**config.mk**
```make
export PLATFORM = sky130hd
export DESIGN_NAME = backlight_config_fault_irq_regs
export DESIGN_NICKNAME = d
export VERILOG_FILES = /design/src/backlight_regs_pkg.sv /design/src/reg_access_if.sv /design/src/backlight_config_fault_irq_regs.sv /design/src/irq_enable_reg.sv /design/src/fault_flag_reg.sv
export SDC_FILE = /design/constraint.sdc
export NUM_CORES = 1
export LEC_CHECK = 0
export ABC_AREA = 1
export BUFFER_PORTS_ARGS = -buffer_cell sky130_fd_sc_hd__clkbuf_2
export CAP_MARGIN = 20
export CELL_PAD_IN_SITES_DETAIL_PLACEMENT = 0
export CELL_PAD_IN_SITES_GLOBAL_PLACEMENT = 1
export CORE_MARGIN = 4
export CORE_UTILIZATION = 28
export DETAILED_ROUTE_END_ITERATION = 12
export PLACE_DENSITY = 0.66
export SETUP_SLACK_MARGIN = 0.15
export SLEW_MARGIN = 20
export SYNTH_ARGS = -nofsm -noshare
export SYNTH_HDL_FRONTEND = slang
export SYNTH_SLANG_ARGS = --single-unit
```
**constraint.sdc**
```tcl
create_clock -name ref_clk -period 3.67 [get_ports ref_clk]
set_clock_uncertainty 0.15 [all_clocks]
set_input_delay 0 -clock ref_clk [delete_from_list [all_inputs] [get_ports ref_clk]]
set_output_delay 0 -clock ref_clk [all_outputs]
set_load 0.02 [all_outputs]
```
**src/backlight_regs_pkg.sv**
```systemverilog
package backlight_regs_pkg;
  localparam int ADDR_W = 10;
  localparam int DATA_W = 16;
  localparam int FIELDS = 8;

  // register byte offsets
  localparam logic [9:0] OFF_LED45_MAP = 10'h032;
  localparam logic [9:0] OFF_DIM_CFG   = 10'h040;
  localparam logic [9:0] OFF_PULSE_CFG = 10'h042;
  localparam logic [9:0] OFF_IRQ_EN_C  = 10'h04e;
  localparam logic [9:0] OFF_IRQ_EN_A  = 10'h050;
  localparam logic [9:0] OFF_IRQ_EN_B  = 10'h052;
  localparam logic [9:0] OFF_FLAGS_A   = 10'h054;

  // reset values
  localparam logic [15:0] RST_LED45_MAP = 16'h0000;
  localparam logic [15:0] RST_DIM_CFG   = 16'h08b0;
  localparam logic [15:0] RST_PULSE_CFG = 16'h0000;
  localparam logic [15:0] RST_IRQ_EN_C  = 16'h200a;
  localparam logic [15:0] RST_IRQ_EN_A  = 16'ha02a;
  localparam logic [15:0] RST_IRQ_EN_B  = 16'h0080;

  // field positions
  localparam int OUT5_SEL_LSB = 4;
  localparam int OUT4_SEL_LSB = 0;
  localparam int SEL_W        = 4;
  localparam int DITHER_LSB   = 13;
  localparam int THERMAL_BIT  = 9;
  localparam int SLOPE_LSB    = 5;
  localparam int SMOOTH_BIT   = 4;
  localparam int DIM_LSB      = 0;
  localparam int MIN_PWM_BIT  = 15;

  // two-bit field indices (field i = bits 2i+1:2i)
  localparam int GLOBAL_FIELD    = 7;
  localparam int OV_HIGH_FIELD   = 6;
  localparam int TEMP_FIELD      = 5;
  localparam int LED_FIELD       = 3;
  localparam logic [7:0] EN_A_MASK  = 8'hef;
  localparam logic [7:0] EN_B_MASK  = 8'h08;
  localparam logic [7:0] EN_C_MASK  = 8'hff;
  localparam logic [7:0] FLAG_MASK  = 8'hef;

  // enable field encodings
  localparam logic [1:0] EN_WR_OFF = 2'h1;
  localparam logic [1:0] EN_WR_ON  = 2'h3;
  localparam logic [1:0] EN_RD_ON  = 2'h2;
  localparam logic [1:0] EN_RD_OFF = 2'h0;

  // dither and dimming codes
  localparam logic [2:0] DITHER_MAX   = 3'h5;
  localparam logic [1:0] DIM_CODE_HYB = 2'h1;
  localparam logic [1:0] DIM_CODE_CC  = 2'h3;

  // slope times in ms, indexed by code
  localparam logic [7:0][8:0] SLOPE_MS_TABLE = {
    9'd500, 9'd300, 9'd200, 9'd100, 9'd50, 9'd2, 9'd1, 9'd0};

  // shortest pulse kept when skipping is on
  localparam int CLK_PERIOD_NS    = 8;
  localparam int MIN_PULSE_NS     = 200;
  localparam int MIN_PULSE_CYCLES =
    (MIN_PULSE_NS + CLK_PERIOD_NS - 1) / CLK_PERIOD_NS;

  typedef enum logic [2:0] {
    SRC_DISPLAY, SRC_CLUSTER1, SRC_CLUSTER3,
    SRC_CLUSTER4, SRC_CLUSTER5
  } source_t;

  typedef enum logic [1:0] {
    DIM_PWM, DIM_HYBRID, DIM_CURRENT
  } dim_mode_t;
endpackage

```
**src/reg_access_if.sv**
```systemverilog
`timescale 1ns/1ps
// one register's write strobe, write data and read value
interface reg_access_if;
  logic        wr;
  logic [15:0] wdata;
  logic [15:0] rdata;
  modport owner  (output wr, output wdata, input rdata);
  modport target (input wr, input wdata, output rdata);
endinterface

```
**src/backlight_config_fault_irq_regs.sv**
```systemverilog
`timescale 1ns/1ps
module backlight_config_fault_irq_regs (
  // clock and synchronous reset
  input  wire logic                                 ref_clk,
  input  wire logic                                 rst_b,
  // register bus from the serial interface
  input  wire logic [backlight_regs_pkg::ADDR_W-1:0] reg_addr,
  input  wire logic [backlight_regs_pkg::DATA_W-1:0] reg_wdata,
  input  wire logic                                 reg_wr,
  input  wire logic                                 reg_rd,
  // fault inputs
  input  wire logic [7:0]                           fault_evt,
  input  wire logic [8:0]                           ext_fault_pending,
  // read answer and interrupt pin
  output logic      [backlight_regs_pkg::DATA_W-1:0] reg_rdata,
  output logic                                      reg_rvalid,
  output logic                                      fault_irq,
  // decoded configuration
  output backlight_regs_pkg::source_t               out5_source,
  output backlight_regs_pkg::source_t               out4_source,
  output logic      [2:0]                           dither_bits,
  output logic                                      thermal_monitor_on,
  output logic      [8:0]                           slope_time_ms,
  output logic                                      smooth_transition_on,
  output backlight_regs_pkg::dim_mode_t             dim_mode,
  output logic                                      min_pulse_skip_on,
  output logic      [7:0]                           pulse_floor_cycles
);
  import backlight_regs_pkg::*;

  // mapping codes to brightness sources
  // codes 2h and 3h both select cluster three
  function automatic source_t map_source(input logic [3:0] code);
    source_t src;
    src = SRC_DISPLAY;
    case (code)
      4'h0: src = SRC_DISPLAY;
      4'h1: src = SRC_CLUSTER1;
      4'h2: src = SRC_CLUSTER3;
      4'h3: src = SRC_CLUSTER3;
      4'h4: src = SRC_CLUSTER4;
      4'h5: src = SRC_CLUSTER5;
      // codes above 5 fall back to the display source
      default: src = SRC_DISPLAY;
    endcase
    return src;
  endfunction

  // address match for a write or read
  // offsets are compared in full, so aliases of a register read zero
  function automatic logic hit(
    input logic [9:0] addr,
    input logic [9:0] off
  );
    return addr == off;
  endfunction

  // plain read/write configuration words
  logic [15:0] led45_map_q;
  logic [15:0] dim_cfg_q;
  logic [15:0] pulse_cfg_q;

  // write strobes of the three plain words
  logic        map_wr;
  logic        dim_wr;
  logic        pulse_wr;

  // fields pulled from the words
  logic [3:0]  out5_source_sel;
  logic [3:0]  out4_source_sel;
  logic [2:0]  dither_code;
  logic [2:0]  slope_code;
  logic [1:0]  dim_code;

  // enables from the three enable registers
  // one bit per field, high while an enable field reads 2h; reserved fields give 0
  logic [7:0]  en_a;
  logic [7:0]  en_b;
  logic [7:0]  en_c;
  logic [7:0]  pair_gate;
  logic        flag_irq;
  logic        ext_irq;
  logic [8:0]  ext_gate;
  logic        irq_d;

  // read path
  // word picked by the offset of the current read
  logic [15:0] rdata_d;

  // one carrier per submodule register
  // the top keeps plain ports; only the submodules use the carrier
  reg_access_if en_a_bus ();
  reg_access_if en_b_bus ();
  reg_access_if en_c_bus ();
  reg_access_if flag_bus ();

  // write strobes to the submodule registers
  assign en_a_bus.wr    = reg_wr & hit(reg_addr, OFF_IRQ_EN_A);
  assign en_b_bus.wr    = reg_wr & hit(reg_addr, OFF_IRQ_EN_B);
  assign en_c_bus.wr    = reg_wr & hit(reg_addr, OFF_IRQ_EN_C);
  assign flag_bus.wr    = reg_wr & hit(reg_addr, OFF_FLAGS_A);
  assign en_a_bus.wdata = reg_wdata;
  assign en_b_bus.wdata = reg_wdata;
  assign en_c_bus.wdata = reg_wdata;
  assign flag_bus.wdata = reg_wdata;

  // write strobes to the plain words
  assign map_wr   = reg_wr & hit(reg_addr, OFF_LED45_MAP);
  assign dim_wr   = reg_wr & hit(reg_addr, OFF_DIM_CFG);
  assign pulse_wr = reg_wr & hit(reg_addr, OFF_PULSE_CFG);

  // enable fields read 0h or 2h; a write of 1h turns one off, 3h on
  // other codes are ignored, so a read-modify-write keeps the state
  // first enable layout
  irq_enable_reg #(
    .FIELD_MASK (EN_A_MASK),
    .RESET_VAL  (RST_IRQ_EN_A)
  ) u_en_a (
    .ref_clk (ref_clk),
    .rst_b   (rst_b),
    .bus     (en_a_bus.target),
    .enabled (en_a)
  );

  // only the LED pair is an enable; the rest is reserved storage
  // LED enable field
  irq_enable_reg #(
    .FIELD_MASK (EN_B_MASK),
    .RESET_VAL  (RST_IRQ_EN_B)
  ) u_en_b (
    .ref_clk (ref_clk),
    .rst_b   (rst_b),
    .bus     (en_b_bus.target),
    .enabled (en_b)
  );

  // every pair of the third register is an enable
  // third enable layout
  irq_enable_reg #(
    .FIELD_MASK (EN_C_MASK),
    .RESET_VAL  (RST_IRQ_EN_C)
  ) u_en_c (
    .ref_clk (ref_clk),
    .rst_b   (rst_b),
    .bus     (en_c_bus.target),
    .enabled (en_c)
  );

  // both temperature flags share one enable field
  // the reserved pair 9-8 never raises the pin
  // flag order follows the status word, highest pair first
  assign pair_gate = {
    en_a[OV_HIGH_FIELD],
    en_a[TEMP_FIELD],
    en_a[TEMP_FIELD],
    1'b0,
    en_a[3:0]
  };

  // status pairs; a fault in the clearing cycle keeps its flag
  fault_flag_reg #(
    .PAIR_MASK (FLAG_MASK)
  ) u_flags (
    .ref_clk   (ref_clk),
    .rst_b     (rst_b),
    .bus       (flag_bus.target),
    .fault_evt (fault_evt),
    .pair_gate (pair_gate),
    .irq_req   (flag_irq)
  );

  // pending faults held in the other status registers
  // bit 8 is the LED open/short pair, bits 7-0 follow the third enables
  assign ext_gate = {en_b[LED_FIELD], en_c};
  assign ext_irq  = |(ext_fault_pending & ext_gate);

  // the global field gates flags held here and outside alike
  // enabled fault asserts pin
  assign irq_d = en_a[GLOBAL_FIELD] & (flag_irq | ext_irq);

  // the pin is registered, so it follows a fault or clear one edge late
  // a cleared flag drops the pin on the edge after the clearing write
  // the pin stays high while any enabled fault is still pending
  always_ff @(posedge ref_clk) begin
    if (!rst_b) begin
      fault_irq <= 1'b0;
    end else begin
      fault_irq <= irq_d;
    end
  end

  // upper byte is reserved storage and reads back as written
  // output map word
  always_ff @(posedge ref_clk) begin
    if (!rst_b) begin
      led45_map_q <= RST_LED45_MAP;
    end else if (map_wr) begin
      led45_map_q <= reg_wdata;
    end
  end

  // dimming configuration word, reserved bits kept as storage
  // bits 12-10 reset to 2h and keep whatever the host writes
  always_ff @(posedge ref_clk) begin
    if (!rst_b) begin
      dim_cfg_q <= RST_DIM_CFG;
    end else if (dim_wr) begin
      dim_cfg_q <= reg_wdata;
    end
  end

  // pulse limit configuration word
  // only bit 15 has a meaning; the rest is kept for read-back
  always_ff @(posedge ref_clk) begin
    if (!rst_b) begin
      pulse_cfg_q <= RST_PULSE_CFG;
    end else if (pulse_wr) begin
      pulse_cfg_q <= reg_wdata;
    end
  end

  // fields sliced from the stored words
  assign out5_source_sel = led45_map_q[OUT5_SEL_LSB +: SEL_W];
  assign out4_source_sel = led45_map_q[OUT4_SEL_LSB +: SEL_W];
  assign dither_code     = dim_cfg_q[DITHER_LSB +: 3];
  assign slope_code      = dim_cfg_q[SLOPE_LSB +: 3];
  assign dim_code        = dim_cfg_q[DIM_LSB +: 2];

  // both outputs share one decode function, each applied to its own select field
  // source decode
  always_ff @(posedge ref_clk) begin
    if (!rst_b) begin
      out5_source <= SRC_DISPLAY;
      out4_source <= SRC_DISPLAY;
    end else begin
      out5_source <= map_source(out5_source_sel);
      out4_source <= map_source(out4_source_sel);
    end
  end

  // dither depth
  // unused codes 6 and 7 leave dithering off
  // the depth goes out as a plain bit count
  always_ff @(posedge ref_clk) begin
    if (!rst_b) begin
      dither_bits <= 3'h0;
    end else if (dither_code > DITHER_MAX) begin
      dither_bits <= 3'h0;
    end else begin
      dither_bits <= dither_code;
    end
  end

  // the monitor sits outside; only its enable is held here
  // thermal monitor enable
  always_ff @(posedge ref_clk) begin
    if (!rst_b) begin
      thermal_monitor_on <= 1'b0;
    end else begin
      thermal_monitor_on <= dim_cfg_q[THERMAL_BIT];
    end
  end

  // every slope code is legal, so the table needs no fallback
  // slope time lookup
  always_ff @(posedge ref_clk) begin
    if (!rst_b) begin
      slope_time_ms <= 9'h000;
    end else begin
      slope_time_ms <= SLOPE_MS_TABLE[slope_code];
    end
  end

  // advanced sloping stretches each transition and smooths it
  // sloping style
  always_ff @(posedge ref_clk) begin
    if (!rst_b) begin
      smooth_transition_on <= 1'b0;
    end else begin
      smooth_transition_on <= dim_cfg_q[SMOOTH_BIT];
    end
  end

  // the dimming engine reads the mode every cycle
  // dimming mode decode
  // unused code 2 falls back to plain PWM dimming
  always_ff @(posedge ref_clk) begin
    if (!rst_b) begin
      dim_mode <= DIM_PWM;
    end else begin
      case (dim_code)
        DIM_CODE_HYB: dim_mode <= DIM_HYBRID;
        DIM_CODE_CC:  dim_mode <= DIM_CURRENT;
        default:      dim_mode <= DIM_PWM;
      endcase
    end
  end

  // pulse skip floor
  // the floor is zero while skipping is off so pulses stay untouched
  // the floor is rounded up to whole device clocks
  always_ff @(posedge ref_clk) begin
    if (!rst_b) begin
      min_pulse_skip_on  <= 1'b0;
      pulse_floor_cycles <= 8'h00;
    end else begin
      min_pulse_skip_on <= pulse_cfg_q[MIN_PWM_BIT];
      if (pulse_cfg_q[MIN_PWM_BIT]) begin
        pulse_floor_cycles <= 8'(MIN_PULSE_CYCLES);
      end else begin
        pulse_floor_cycles <= 8'h00;
      end
    end
  end

  // read mux; unmapped offsets read zero
  // a read in the same cycle as a write returns the old word
  always_comb begin
    rdata_d = 16'h0000;
    case (reg_addr)
      OFF_LED45_MAP: rdata_d = led45_map_q;
      OFF_DIM_CFG:   rdata_d = dim_cfg_q;
      OFF_PULSE_CFG: rdata_d = pulse_cfg_q;
      OFF_IRQ_EN_A:  rdata_d = en_a_bus.rdata;
      OFF_IRQ_EN_B:  rdata_d = en_b_bus.rdata;
      OFF_IRQ_EN_C:  rdata_d = en_c_bus.rdata;
      OFF_FLAGS_A:   rdata_d = flag_bus.rdata;
      default:       rdata_d = 16'h0000;
    endcase
  end

  // read data is captured once and held until the next read
  // rvalid pulses one cycle; rdata stays so a slow host can fetch it
  always_ff @(posedge ref_clk) begin
    if (!rst_b) begin
      reg_rdata  <= 16'h0000;
      reg_rvalid <= 1'b0;
    end else begin
      reg_rvalid <= reg_rd;
      if (reg_rd) begin
        reg_rdata <= rdata_d;
      end
    end
  end
endmodule

```
**src/irq_enable_reg.sv**
```systemverilog
`timescale 1ns/1ps
// eight two-bit fields; masked ones use the split enable code
module irq_enable_reg
  import backlight_regs_pkg::*;
#(
  parameter logic [7:0]  FIELD_MASK = 8'hff,
  parameter logic [15:0] RESET_VAL  = 16'h0000
) (
  input  wire logic       ref_clk,
  input  wire logic       rst_b,
  reg_access_if.target    bus,
  output logic [7:0]      enabled
);
  for (genvar i = 0; i < FIELDS; i++) begin : g_field
    logic [1:0] field_q;
    logic [1:0] wr_code;
    assign wr_code = bus.wdata[2*i+1 -: 2];
    if (FIELD_MASK[i]) begin : g_en
      always_ff @(posedge ref_clk) begin
        if (!rst_b) begin
          field_q <= RESET_VAL[2*i+1 -: 2];
        end else if (bus.wr && wr_code == EN_WR_ON) begin
          field_q <= EN_RD_ON;
        end else if (bus.wr && wr_code == EN_WR_OFF) begin
          field_q <= EN_RD_OFF;
        end
      end
      assign enabled[i] = field_q[1];
    end else begin : g_raw
      // reserved bits are plain storage
      always_ff @(posedge ref_clk) begin
        if (!rst_b) begin
          field_q <= RESET_VAL[2*i+1 -: 2];
        end else if (bus.wr) begin
          field_q <= wr_code;
        end
      end
      assign enabled[i] = 1'b0;
    end
    assign bus.rdata[2*i+1 -: 2] = field_q;
  end
endmodule

```
**src/fault_flag_reg.sv**
```systemverilog
`timescale 1ns/1ps
// sticky fault flags, each cleared by writing 1 to the flag bit and the bit just below it
module fault_flag_reg
  import backlight_regs_pkg::*;
#(
  parameter logic [7:0] PAIR_MASK = 8'hff
) (
  input  wire logic       ref_clk,
  input  wire logic       rst_b,
  reg_access_if.target    bus,
  input  wire logic [7:0] fault_evt,
  input  wire logic [7:0] pair_gate,
  output logic            irq_req
);
  logic [7:0] pend;

  for (genvar i = 0; i < FIELDS; i++) begin : g_pair
    if (PAIR_MASK[i]) begin : g_flag
      logic flag_q;
      logic clr;
      assign clr = bus.wr & bus.wdata[2*i+1] & bus.wdata[2*i];
      // a fault in the clearing cycle wins, so it is never lost
      always_ff @(posedge ref_clk) begin
        if (!rst_b) begin
          flag_q <= 1'b0;
        end else if (fault_evt[i]) begin
          flag_q <= 1'b1;
        end else if (clr) begin
          flag_q <= 1'b0;
        end
      end
      assign bus.rdata[2*i+1 -: 2] = {flag_q, 1'b0};
      assign pend[i] = flag_q & pair_gate[i];
    end else begin : g_none
      assign bus.rdata[2*i+1 -: 2] = 2'h0;
      assign pend[i] = 1'b0;
    end
  end

  assign irq_req = |pend;
endmodule

```
==> out/metrics.yaml <==
grt:
  grt_pass1_vias: 5254
  grt_util_all_layers: 0.174
  grt_max_degree: 60
  gr-total-overflow: 0
  grt_pass1_wl_mm: 29.4
  antenna_found_initial: 0
finish:
  finalNetCount: 930
  layout_commonest_cell: "nand2_1"
  final_cell_mix: "164 x nand2_1, 128 x dfxtp_1, 95 x a21oi_1"
  drive_gt1_frac: 0.162
  diodes: 0
  n_fill_cell: 2143
  post-route-util: 0.362
  syn_to_final_growth_pct: 26.2
sta:
  setup_tns_ps: 0
  finalSetupViolCount: 0
  slew-limit-headroom: 0.507
  maxSlewViolCount: 0
  worstMarginPinSlew_ps: 738
  period_share: 0.671
  finalHoldViolCount: 0
  whs_ps: 24.6
  period_needed_ps: 2460
  fmax_ghz: 0.406
  grt_setup_unrepaired: "false"
synth:
  synth_top_area_share: 0.456
  synth_seq_cells: 128
  syn_area_sq_um: 5620
  ys_warn_count: 0
  synth.avg_cell_area_sq_um: 7.27
  yosys.cell_types.count: 31
  ys_top_cells_by_area: "dfxtp_1 46%, nand2_1 11%, a21oi_1 8.5%"
  netlist_instances: 773
  yosysTopAreaCell: "dfxtp_1"
  ys_seq_area_frac: 0.456
setup_path:
  critPathCaptureType: "flop"
  crit_type: "input port to flop"
  cpPeakStageDelay_ps: 600
  rr_worst_depth: 4
  crit_slowest_cell: "dlygate4sd3_1"
  cp_data_arrival_time_ps: 2610
  cp_max_fo: 14
  worstSetupStartpointType: "input port"
  path_cells: "clkbuf_2, nor2_2, buf_4, nand3_4, nor2_4, nand2_1, o31ai_1, dlygate4sd3_1, nand3_1, dlygate4sd3_1"
  cpMostUsedCell: "dlygate4sd3_1"
  required_ps: 3820
power_and_ir_drop:
  irDropWorstVdd_v: 0.000254
  p_leak_nw: 3.05
  p_per_area_nw_per_um2: 450
floorplanning:
  initial_utilization: 0.287
  ios: 96
  die_w_um: 150
  dieArea_sq_um: 22400
  die_y_um: 150
  core_sq_um: 19600
  rows: 51
clocking:
  post_cts_resized: 0
  htreeDepth: 4
  cts_tree: "built"
  clk_latency_ps: 420
  clockRootBuffer: "clkbuf_16"
  clock_sinks: 128
  clk_pin_slew_ps: 60
  numCtsBuffers: 17
  cts_buffer_depth: 2
routing:
  dr.pass1.iters: 5
  viasPerCell: 4.70
  wl_per_cell_um: 16.5
  num_vias: 5437
  drtIter0Drc: 461
  highest_layer: "met4"
  wl_met1_mm: 8.80
  drt_drc_violations_left: 0
  met2RoutedLength_mm: 8.85
  wl_mm: 19.1
  dr_wl_met3_um: 877
  ant_nets: 0
min_path:
  hp-class: "input port to flop"
  hold_depth: 6
job:
  drv_cap: 0
place:
  routabilityCongestion: 0.783
  port_buffers: 89
  hpwl_mm: 13.1
run_status:
  status: "completed"
-- state kept, by name, indices dropped and copies added (netlist names) --
name and cells:
slope_time_ms 9, fault_irq 1, dim_cfg_q 16, u_en_b.g_field.field_q 15, u_en_a.g_field.field_q 9, out5_source 3
led45_map_q 16, reg_rdata 16, dither_bits 3, reg_rvalid 1, u_flags.g_pair.g_flag.flag_q 7, thermal_monitor_on 1
pulse_cfg_q 16, out4_source 3, smooth_transition_on 1, u_en_c.g_field.field_q 8, dim_mode 2, pulse_floor_cycles 1
-- logic make-up (layout without fill, tap and decap cells) --
kind of cell	Yosys count	after routing	share of synthesized area
buffers and inverters	134	248	0.109
AOI/OAI and AO/OA	186	186	0.173
DFF	128	128	0.456
adders and majority gates	3	3	0.00668
other	1	5	0.000668
and+or+nand+nor	321	321	0.254
-- layer usage --
metal,GRT usage,vias up
met3,0.0312,31
met2,0.277,156
met1,0.232,2511
met4,0.0751,0
met5,0,-
li1,-,2739
-- worst paths after layout --
check                                       to  slack (ps)                          from
hold / removal                  pulse_cfg_q[3]          20                   reg_addr[5]
setup reg to reg  u_en_b.g_field[3].field_q[1]        1770  u_en_b.g_field[3].field_q[1]
setup / recovery  u_en_b.g_field[3].field_q[1]        1210                   reg_addr[9]
hold reg to reg             thermal_monitor_on         280                  dim_cfg_q[9]
-- critical path, delay by kind of cell --
family | cells | cell delay [ps]
simple gates | 5 | 820
buf+inv | 4 | 1480
compound gates | 1 | 310
-- power by group --
part           switching [W]  total [W]  internal, W  leakage (nW)
Combinational       0.000125   0.000190    0.0000653          1.74
Sequential        0.00000544    0.00141      0.00140          1.04
Clock               0.000603    0.00159     0.000990         0.272
-- Yosys cell counts, drive strengths merged --
master / instances
a31oi: 1
nand3: 86
a211oi: 1
a21oi: 95
nand2: 168
ha: 3
o31ai: 3
buf: 29
inv: 82
clkbuf: 22
dfxtp: 128
nor3: 4
a221oi: 2
conb: 1
nand4: 8
nor2: 55
o211ai: 9
o21ai: 75
clkinv: 1
-- metrics by stage --
stage	cells	power (W)	setup WS [ps]	cell area, sq um
finish	1156	0.00319	1210	7090
global route	1156	0.00330	1080	7090
CTS	1156	0.00321	1220	7090
detailed placement	1091	0.00160	1380	6190
global placement	1091	0.00160	1440	6190
floorplan	777	0.00152	2350	5630
-- timing repair --
| item | 4_1_cts | 5_1_grt |
|---|---|---|
| buffers inserted | 0 | 0 |
| hold buffers | 35 | 0 |
| endpoints found under the hold margin | 102 | 0 |
-- layout make-up --
| class | count | area, sq um | area share |
|---|---|---|---|
| Sequential cell | 128 | 2560 | 0.361 |
| Multi-Input combinational cell | 515 | 2460 | 0.347 |
| Timing Repair Buffer | 135 | 878 | 0.124 |
| Clock buffer | 24 | 492 | 0.0693 |
| Tap cell | 265 | 332 | 0.0468 |
| Inverter | 83 | 313 | 0.0441 |
| Clock inverter | 6 | 57.6 | 0.00812 |
Power figures use the tool's default switching activity.
